### src/inc/fpp_regs.svh
`ifndef FPP_REGS_SVH
`define FPP_REGS_SVH
// word offsets (byte address = index * 4)
`define FPP_IDX_LATCH     6'h00
`define FPP_IDX_DIR       6'h01
`define FPP_IDX_PULLUP    6'h02
`define FPP_IDX_STANDBY   6'h03
`define FPP_IDX_IRQ_CFG   6'h04
`define FPP_IDX_LATCH_RMW 6'h05
// field positions
`define FPP_FLOAT_BIT     0
`define FPP_IRQ_EN_BIT    0
`define FPP_SEL_ZERO_BIT  1
`define FPP_SEL_THREE_BIT 2
// reset values
`define FPP_RST_LATCH     5'h00
`define FPP_RST_DIR       5'h00
`define FPP_RST_PULLUP    5'h00
// pin roles
`define FPP_PULL_MASK     5'h1b
`define FPP_OD_MASK       5'h02
`define FPP_PIN_SDI       0
`define FPP_PIN_TRIG      3
// read latency of the bus slave in wait states
`define FPP_RD_WAIT       1
`endif

### src/inc/fpp_pkg.sv
package fpp_pkg;
	localparam int PINS = 5;

	typedef enum logic [1:0] {
		FPP_IDLE    = 2'b00,
		FPP_WRITE   = 2'b01,
		FPP_RD_WAIT = 2'b11,
		FPP_RD_DATA = 2'b10
	} fpp_phase_t;

	typedef struct packed {
		fpp_phase_t  phase;
		logic [5:0]  idx;
		logic [31:0] rdata;
	} fpp_slv_t;

	typedef struct packed {
		logic [4:0] latch;
		logic [4:0] dir;
		logic [4:0] pu;
		logic       float_en;
		logic       irq_en;
		logic       sel_zero;
		logic       sel_three;
	} fpp_state_t;
endpackage

### src/inc/fpp_reg_if.sv
`timescale 1ns/100ps
`default_nettype none
interface fpp_reg_if;
	logic       wr_en;
	logic       rd_en;
	logic [5:0] idx;
	logic [7:0] wdata;
	logic [7:0] rdata;

	modport slave (output wr_en, output rd_en, output idx, output wdata, input rdata);
	modport regs  (input wr_en, input rd_en, input idx, input wdata, output rdata);
endinterface
`default_nettype wire

### src/fpp_port.sv
`timescale 1ns/100ps
`default_nettype none
`include "fpp_regs.svh"
module fpp_port (
	// clock and reset
	input  wire logic        hclk,
	input  wire logic        hresetn,
	// ahb-lite slave
	input  wire logic        hsel,
	input  wire logic [31:0] haddr,
	input  wire logic [1:0]  htrans,
	input  wire logic        hwrite,
	input  wire logic [2:0]  hsize,
	input  wire logic [31:0] hwdata,
	input  wire logic        hready,
	output logic             hreadyout,
	output logic             hresp,
	output logic [31:0]      hrdata,
	// power manager
	input  wire logic        standby_req,
	// shared peripherals
	input  wire logic [4:0]  periph_oe,
	input  wire logic [4:0]  periph_out,
	output logic [4:0]       periph_in,
	// pads
	input  wire logic [4:0]  pin_in,
	output logic [4:0]       pin_out,
	output logic [4:0]       pin_oe,
	output logic [4:0]       pullup_en
);
	fpp_reg_if          rif ();
	fpp_pkg::fpp_state_t st_q;
	fpp_pkg::fpp_state_t st_d;
	logic               float_all;
	logic [4:0]         keep_in;
	logic [4:0]         port_out;
	logic [4:0]         rd_pins;
	logic [7:0]         rd_mux;

	localparam logic [4:0] OD_MASK   = `FPP_OD_MASK;
	localparam logic [4:0] PULL_MASK = `FPP_PULL_MASK;

	fpp_ahb_slave u_slave (
		.hclk      (hclk),
		.hresetn   (hresetn),
		.hsel      (hsel),
		.haddr     (haddr),
		.htrans    (htrans),
		.hwrite    (hwrite),
		.hsize     (hsize),
		.hwdata    (hwdata),
		.hready    (hready),
		.hreadyout (hreadyout),
		.hresp     (hresp),
		.hrdata    (hrdata),
		.rif       (rif)
	);

	// float only while the chip sits in stop or watch mode
	assign float_all = standby_req & st_q.float_en;

	// wake-capable inputs bypass the standby input gate
	always_comb begin
		keep_in = 5'h00;
		keep_in[`FPP_PIN_SDI]  = st_q.irq_en & st_q.sel_zero;
		keep_in[`FPP_PIN_TRIG] = st_q.irq_en & st_q.sel_three;
	end

	for (genvar i = 0; i < fpp_pkg::PINS; i++) begin : g_pin
		fpp_pin_mux #(
			.OPEN_DRAIN (OD_MASK[i]),
			.HAS_PULL   (PULL_MASK[i])
		) u_mux (
			.latch      (st_q.latch[i]),
			.dir        (st_q.dir[i]),
			.pu         (st_q.pu[i]),
			.float_all  (float_all),
			.keep_in    (keep_in[i]),
			.periph_oe  (periph_oe[i]),
			.periph_out (periph_out[i]),
			.periph_in  (periph_in[i]),
			.pin_in     (pin_in[i]),
			.pin_out    (port_out[i]),
			.pin_oe     (pin_oe[i]),
			.pullup_en  (pullup_en[i])
		);
	end
	assign pin_out = port_out;

	function automatic logic [4:0] port_view(
		input logic [4:0] latch,
		input logic [4:0] dir,
		input logic [4:0] poe,
		input logic [4:0] sensed
	);
		// plain port outputs read back the latch, all else the pad
		port_view = (latch & dir & ~poe) | (sensed & ~(dir & ~poe));
	endfunction

	// sensed level is the gated one, so a floated non-output pin reads low unless kept as a wake input
	assign rd_pins = port_view(st_q.latch, st_q.dir, periph_oe, periph_in);

	always_comb begin
		rd_mux = 8'h00;
		unique case (rif.idx)
			`FPP_IDX_LATCH:     rd_mux = {3'h0, rd_pins};
			`FPP_IDX_LATCH_RMW: rd_mux = {3'h0, st_q.latch};
			`FPP_IDX_DIR:       rd_mux = {3'h0, st_q.dir};
			`FPP_IDX_PULLUP:    rd_mux = {3'h0, st_q.pu};
			`FPP_IDX_STANDBY:   rd_mux[`FPP_FLOAT_BIT] = st_q.float_en;
			`FPP_IDX_IRQ_CFG: begin
				rd_mux[`FPP_IRQ_EN_BIT]    = st_q.irq_en;
				rd_mux[`FPP_SEL_ZERO_BIT]  = st_q.sel_zero;
				rd_mux[`FPP_SEL_THREE_BIT] = st_q.sel_three;
			end
			default:            rd_mux = 8'h00;
		endcase
	end
	assign rif.rdata = rd_mux;

	always_comb begin
		st_d = st_q;
		if (rif.wr_en) begin
			unique case (rif.idx)
				`FPP_IDX_LATCH:   st_d.latch = rif.wdata[4:0];
				`FPP_IDX_DIR:     st_d.dir = rif.wdata[4:0];
				`FPP_IDX_PULLUP:  st_d.pu = rif.wdata[4:0];
				`FPP_IDX_STANDBY: st_d.float_en = rif.wdata[`FPP_FLOAT_BIT];
				`FPP_IDX_IRQ_CFG: begin
					st_d.irq_en    = rif.wdata[`FPP_IRQ_EN_BIT];
					st_d.sel_zero  = rif.wdata[`FPP_SEL_ZERO_BIT];
					st_d.sel_three = rif.wdata[`FPP_SEL_THREE_BIT];
				end
				default: st_d = st_q;
			endcase
		end
	end

	always_ff @(posedge hclk or negedge hresetn) begin
		if (!hresetn) begin
			st_q       <= '0;
			st_q.latch <= `FPP_RST_LATCH;
			st_q.dir   <= `FPP_RST_DIR;
			st_q.pu    <= `FPP_RST_PULLUP;
		end else begin
			st_q <= st_d;
		end
	end
endmodule
`default_nettype wire

### src/fpp_ahb_slave.sv
`timescale 1ns/100ps
`default_nettype none
module fpp_ahb_slave (
	// clock and reset
	input  wire logic        hclk,
	input  wire logic        hresetn,
	// ahb-lite slave side
	input  wire logic        hsel,
	input  wire logic [31:0] haddr,
	input  wire logic [1:0]  htrans,
	input  wire logic        hwrite,
	input  wire logic [2:0]  hsize,
	input  wire logic [31:0] hwdata,
	input  wire logic        hready,
	output logic             hreadyout,
	output logic             hresp,
	output logic [31:0]      hrdata,
	// register side
	fpp_reg_if.slave         rif
);
	fpp_pkg::fpp_slv_t s_q;
	fpp_pkg::fpp_slv_t s_d;
	logic              take;

	// only word transfers are issued, so hsize is not decoded
	assign take      = hsel & htrans[1] & hready;
	assign hreadyout = (s_q.phase != fpp_pkg::FPP_RD_WAIT);
	assign hresp     = 1'b0;
	assign hrdata    = s_q.rdata;

	assign rif.idx   = s_q.idx;
	assign rif.wdata = hwdata[7:0];
	assign rif.wr_en = (s_q.phase == fpp_pkg::FPP_WRITE);
	// read sampled one cycle late so a write just before it is already visible
	assign rif.rd_en = (s_q.phase == fpp_pkg::FPP_RD_WAIT);

	always_comb begin
		s_d = s_q;
		unique case (s_q.phase)
			fpp_pkg::FPP_RD_WAIT: begin
				s_d.rdata = {24'h000000, rif.rdata};
				s_d.phase = fpp_pkg::FPP_RD_DATA;
			end
			fpp_pkg::FPP_IDLE, fpp_pkg::FPP_WRITE, fpp_pkg::FPP_RD_DATA: begin
				s_d.phase = fpp_pkg::FPP_IDLE;
				if (take) begin
					// unmapped upper addresses fold to an index with no register
					s_d.idx   = (haddr[31:8] == 24'h000000) ? haddr[7:2] : 6'h3f;
					s_d.phase = hwrite ? fpp_pkg::FPP_WRITE : fpp_pkg::FPP_RD_WAIT;
				end
			end
		endcase
	end

	always_ff @(posedge hclk or negedge hresetn) begin
		if (!hresetn) begin
			s_q <= '0;
		end else begin
			s_q <= s_d;
		end
	end
endmodule
`default_nettype wire

### src/fpp_pin_mux.sv
`timescale 1ns/100ps
`default_nettype none
module fpp_pin_mux #(
	parameter logic OPEN_DRAIN = 1'b0,
	parameter logic HAS_PULL   = 1'b1
) (
	// port configuration
	input  wire logic latch,
	input  wire logic dir,
	input  wire logic pu,
	input  wire logic float_all,
	input  wire logic keep_in,
	// peripheral
	input  wire logic periph_oe,
	input  wire logic periph_out,
	output logic      periph_in,
	// pad
	input  wire logic pin_in,
	output logic      pin_out,
	output logic      pin_oe,
	output logic      pullup_en
);
	logic value;
	logic drive;

	assign value = periph_oe ? periph_out : latch;
	// open drain releases the pin for a high level
	assign drive = (dir | periph_oe) & ~(OPEN_DRAIN & value);
	assign pin_out = value;
	assign pin_oe  = drive & ~float_all;
	// input gate avoids leakage from a floating pad in standby
	assign periph_in = pin_in & (~float_all | keep_in);
	assign pullup_en = pu & HAS_PULL & ~(pin_oe & ~value);
endmodule
`default_nettype wire

### config.mk
export PLATFORM = sky130hd
export DESIGN_NAME = fpp_port
export DESIGN_NICKNAME = d
export VERILOG_FILES = /design/src/inc/fpp_pkg.sv /design/src/inc/fpp_reg_if.sv /design/src/fpp_port.sv /design/src/fpp_ahb_slave.sv /design/src/fpp_pin_mux.sv
export VERILOG_INCLUDE_DIRS = /design/src /design/src/inc
export SDC_FILE = /design/constraint.sdc
export NUM_CORES = 1
export LEC_CHECK = 0
export BUFFER_PORTS_ARGS = -buffer_cell sky130_fd_sc_hd__buf_4
export CAP_MARGIN = 20
export CORE_UTILIZATION = 47
export CTS_CLUSTER_DIAMETER = 40
export DETAILED_ROUTE_END_ITERATION = 10
export HOLD_SLACK_MARGIN = 0.05
export PLACE_DENSITY_LB_ADDON = 0.1
export SLEW_MARGIN = 20
export SYNTH_ARGS = -nofsm -noshare
export SYNTH_HDL_FRONTEND = slang
export SYNTH_SLANG_ARGS = --single-unit
### constraint.sdc
create_clock -name hclk -period 3.02 [get_ports hclk]
set_input_delay 0 -clock hclk [delete_from_list [all_inputs] [get_ports hclk]]
set_output_delay 0 -clock hclk [all_outputs]
set_load 0.02 [all_outputs]
# After elaboration in Yosys (flattened, before gate mapping)
# Cells that the tools add are included.
# totals
input_bits	90
wordCells	88
out_inout_bits	54
ff_bits	35
# op_classes
reduce_logical	10
n_mux	12
n_bitwise	47
n_eq_ne	9
# op_table
operator	n
$and A1 B1 Y1	24
$logic_not A24 Y1	1
$and A5 B5 Y5	4
$eq A6 B2 Y1 const B	2
$eq A6 B3 Y1 const B	2
$reduce_and A2 Y1	6
$not A5 Y5	2
$pmux W2 S5	1
$not A1 Y1	9
$mux W8	1
$pmux W2 S4	1
$or A1 B1 Y1	7
$eq A6 B1 Y1 const B	1
$logic_not A6 Y1	1
$mux W6	1
$pmux W1 S6	1
$mux W1	5
$or A5 B5 Y5	1
$eq A2 B2 Y1 const B	2
$pmux W2 S2	1
$reduce_or A3 Y1	1
$eq A2 B1 Y1 const B	1
$logic_not A2 Y1	1
$mux W2	1
$ne A2 B2 Y1 const B	1

# Depth between registers and ports, before layout
# depth
word_depth	7
ltp_mapped	6
depth_no_buf	5

# By module
# A second synthesis with hierarchy kept.
# unflattened
hier_cells	250
area_unflattened_um2	2399.8
# modules_own_cells
mod	seq_area_each_um2	cells_per_inst	area_each_um2	instances
fpp_port	475.5	87	1074.8	1
fpp_ahb_slave	400.4	125	1063.5	1
fpp_pin_mux (g_pin[0].u_mux ...)	0.0	8	53.8	3
fpp_pin_mux (g_pin[1].u_mux)	0.0	7	55.1	1
fpp_pin_mux (g_pin[2].u_mux)	0.0	7	45.0	1

# Least setup slack after synthesis
# Ideal clock, no wire load.
# synth_path
path_kind	reg-to-reg
startpoint	reg u_slave.s_q (netlist bit u_slave.rif.idx[0])
endpoint	reg, netlist name st_q[10]
setup_ns	0.125
synth_period_minus_slack_ns	1.861
required_ns	2.895
arrival_ns	1.736
n_path_buf	1
stages_incl_launch_ff	5
slack_ns	1.159
path_cell_list	dfrtp_1 -> or4b_1 -> buf_2 -> nor4_4 -> mux2_2
# synth_via
elab_chain_len	2
# synth_rtl
item	line_no	rtl
start, declared	fpp_ahb_slave.sv:21	fpp_pkg::fpp_slv_t s_q;
start signal, assigned	fpp_ahb_slave.sv:57	s_q <= '0;
start signal, assigned	fpp_ahb_slave.sv:59	s_q <= s_d;
$eq A6 B1 Y1	fpp_port.sv:124	unique case (rif.idx)
$reduce_and A2 Y1 (no source line)	--	
# Every way passes these cells.
# A chain may end at the register's enable or synchronous reset.

# Worst setup path after layout
# layout_path
startpoint	reg u_slave.s_q (netlist bit u_slave.rif.idx[0])
endpoint	reg, netlist name st_q[11]
# layout_via
elab_chain_len	2
# layout_rtl
item	line_no
$eq A6 B1 Y1	fpp_port.sv:124
$reduce_and A2 Y1 (no source line)	--
# Every way passes these cells.

==> flow_summary_export.csv <==
group,metric,value,unit
run_status,run_status,"finished clean",
floorplan,fp.dieH,71.7,um
yosys,synth_area,0.00228,sq mm
yosys,synth_edf_count,0,
sta,period_needed,2.20,ns
sta,relSlewSlack,53.8,%
sta,finalSetupTns,0,ns
routing,num_vias,1881,
power_and_ir_drop,switchingPower,269,uW
routing,viasPerCell,5.17,
worst_hold_path,hold_path_class,"in2reg",
yosys,synth_top_area_share,35.1,%
power_and_ir_drop,p_leak,1.38,nW
routing,wl_per_cell,14.2,um
global_routing,overflow,0,
power_and_ir_drop,p_clk_share,29.6,%
worst_hold_path,holdPathStages,5,
cells_and_area,diodes,0,
global_routing,grt_first_pass_wirelength,8450,um
sta,worst_slew_pin_slew,0.676,ns
floorplan,ioPinCount,144,
cells_and_area,nets,404,
cts,cts_sinks,32,
worst_setup_path,cp.arrival,2.36,ns
sta,setup_slack,0.819,ns
floorplan,core_region_area,0.00450,sq mm
cts,clk_pin_slew_worst_paths,0.06,ns
worst_setup_path,cp-end-kind,"flop",
routing,antenna_left,0,
floorplan,dieArea,0.00514,sq mm
routing,dr.pass1.iters,4,
cells_and_area,nFillCells,418,
placement,hpwl,3800,um
power_and_ir_drop,switching_share,27.7,%
sta,skew,0.00515,ns
worst_hold_path,hold_end,"u_slave.rif.idx[0]$_DFFE_PN0P_",
global_routing,grt_pass1_vias,1753,
cts,clockRootBuffer,"clkbuf_8",
routing,drt_iter0_markers,104,
sta,max_freq,454,MHz
yosys,yosysUniqueCellTypes,37,
worst_setup_path,worstPathRequired,3.18,ns
cells_and_area,syn2layout_area_growth,24.7,%
placement,routabilityCongestion,0.789,
worst_setup_path,crit_fanout,8,
cts,h-tree-depth,2,
worst_setup_path,r2r-end,"st_q[11]$_DFFE_PN0P_",
worst_setup_path,start_kind,"flop",
global_routing,grt.total_usage,21.2,%
yosys,synth_top_area_cell,"dfrtp_1",
cts,cts_buffers,5,
yosys,avgSynthCellArea,9.36,sq um
cts,clkLatencyLatePin,0.28,ns
yosys,ys_seq_area_share,35.1,%
sta,maxSlewViolCount,0,
yosys,ys_ff_latch,32,
yosys,synthArstFlopShare,100,%
yosys,ys_warn_count,0,
cts,clockBufferDepth,2,
sta,period_share,72.9,%
sta,setup_viol,0,
job,cap_violations,0,
cells_and_area,drive_gt1_share,36.9,%
routing,route.detailed.drc,0,
global_routing,grt_start_max_net_pins,33,
yosys,synth_ff_type,"dfrtp_1",
routing,wl,5170,um
cells_and_area,final_core_util,63.2,%
cts,cts_tree,"built",
cts,cts_resized,0,
power_and_ir_drop,intPower,703,uW
worst_setup_path,worstSetupPathType,"reg2reg",
floorplan,placementRows,24,
floorplan,initial_core_util,50.7,%
power_and_ir_drop,p_per_area,341,mW/mm^2
power_and_ir_drop,vdd.ir_drop.worst,0.223,mV
worst_setup_path,reg2reg_depth,3,
power_and_ir_drop,seq_power_share,47.1,%
sta,rsz0062_at_grt,"no",
placement,io_buffers,81,
yosys,synth.area.top_cells,"dfrtp_1 (35%), buf_4 (17%), mux2_2 (12%)",
sta,hold_violations,0,
placement,dp_slack,0.844,ns
floorplan,dieWidth,71.7,um
power_and_ir_drop,p_comb_share,23.4,%
worst_hold_path,hp-start,"haddr[29]",
global_routing,antenna_found_initial,0,
yosys,synth_cells,244,
worst_setup_path,r2r_start,"u_slave.rif.idx[0]$_DFFE_PN0P_",
worst_setup_path,r2r_slack,0.82,ns
==> layer usage <==
metal	up-vias	track usage [%]	share of wire [%]
met5	-	0	0
met4	0	5.66	0.77
met3	5	4.50	4.9
met2	63	35.2	50
met1	882	28.0	44
li1	931	-	-
==> cell usage after synthesis, drive strengths merged (6+ instances only) <==
cell	instances
a21oi	15
buf	55
clkbuf	6
dfrtp	32
inv	6
mux2	25
nand2	10
nand2b	7
nor2	22
nor3	6
nor4	10
==> how the worst max path moves through the flow <==
stage                                               from                   end
after detailed placement  u_slave.rif.idx[0]$_DFFE_PN0P_  st_q[12]$_DFFE_PN0P_
final                     u_slave.rif.idx[0]$_DFFE_PN0P_  st_q[11]$_DFFE_PN0P_
after global placement    u_slave.rif.idx[0]$_DFFE_PN0P_  st_q[13]$_DFFE_PN0P_
after floorplan           u_slave.rif.idx[0]$_DFFE_PN0P_  st_q[10]$_DFFE_PN0P_
after CTS                 u_slave.rif.idx[0]$_DFFE_PN0P_  st_q[11]$_DFFE_PN0P_
after global routing      u_slave.rif.idx[0]$_DFFE_PN0P_  st_q[11]$_DFFE_PN0P_
==> area by class of cell <==
cell class / count / area (sq um) / area share [%]
clock buffer: 5 / 68.8 / 2.42
inverter: 6 / 22.5 / 0.791
multi-input combinational: 173 / 1130 / 39.9
sequential: 32 / 801 / 28.1
tap: 52 / 65.1 / 2.28
timing repair buffer: 96 / 756 / 26.5
==> placed cells by master (no fill, tap or decap), types with 7 or more instances in the layout <==
master,synthesis,final
a21oi_1,15,15
dlygate4sd3_1,0,14
mux2_2,25,25
nor2_1,22,22
buf_4,53,82
nand2_1,10,10
conb_1,1,29
nand2b_1,7,7
dfrtp_1,32,32
nor4_1,8,8
==> critical path, stage by stage, from the launching register on <==
cell	delay, ns
dfrtp_1	0.52
or4b_1	0.65
nor4_4	0.52
mux2_2	0.39
==> repair_timing <==
action | CTS | global route
hold buffers | 14 | 0
endpoints found under the hold margin | 58 | 0
setup endpoints to repair | 0 | 0
setup buffers | 0 | 0
==> flip-flops by register name, summed over array words and instances, names as in the netlist <==
name	count
st_q	19
u_slave.rif.idx	6
u_slave.hrdata	5
u_slave.s_q	2
==> per-stage QoR <==
step           hold WS (ns)  power, mW  area (sq um)  cells
5_1_grt               0.135       1.01          2850    364
3_3_place_gp        -0.0356      0.676          2640    345
3_5_place_dp        -0.0339      0.679          2640    345
4_1_cts              0.0935      0.979          2850    364
6_report             0.0894      0.972          2850    364
2_1_floorplan        -0.296      0.625          2390    272
==> cell families after synthesis <==
logic type             synth area share, %
AOI/OAI and AO/OA                     11.5
muxes                                 14.5
and+or+nand+nor                       19.0
buffers and inverters                 19.8
DFF                                   35.1
other                                0.164
==> power by group through the flow <==
| stage | Sequential (mW) | Combinational, mW | Clock [mW] |
|---|---|---|---|
| floorplan | 0.460 | 0.165 | 0 |
| global placement | 0.465 | 0.211 | 0 |
| detailed placement | 0.465 | 0.213 | 0 |
| CTS | 0.458 | 0.228 | 0.293 |
| global route | 0.460 | 0.246 | 0.309 |
| finish | 0.458 | 0.227 | 0.287 |
No activity file was read; power rests on OpenSTA's default activity.
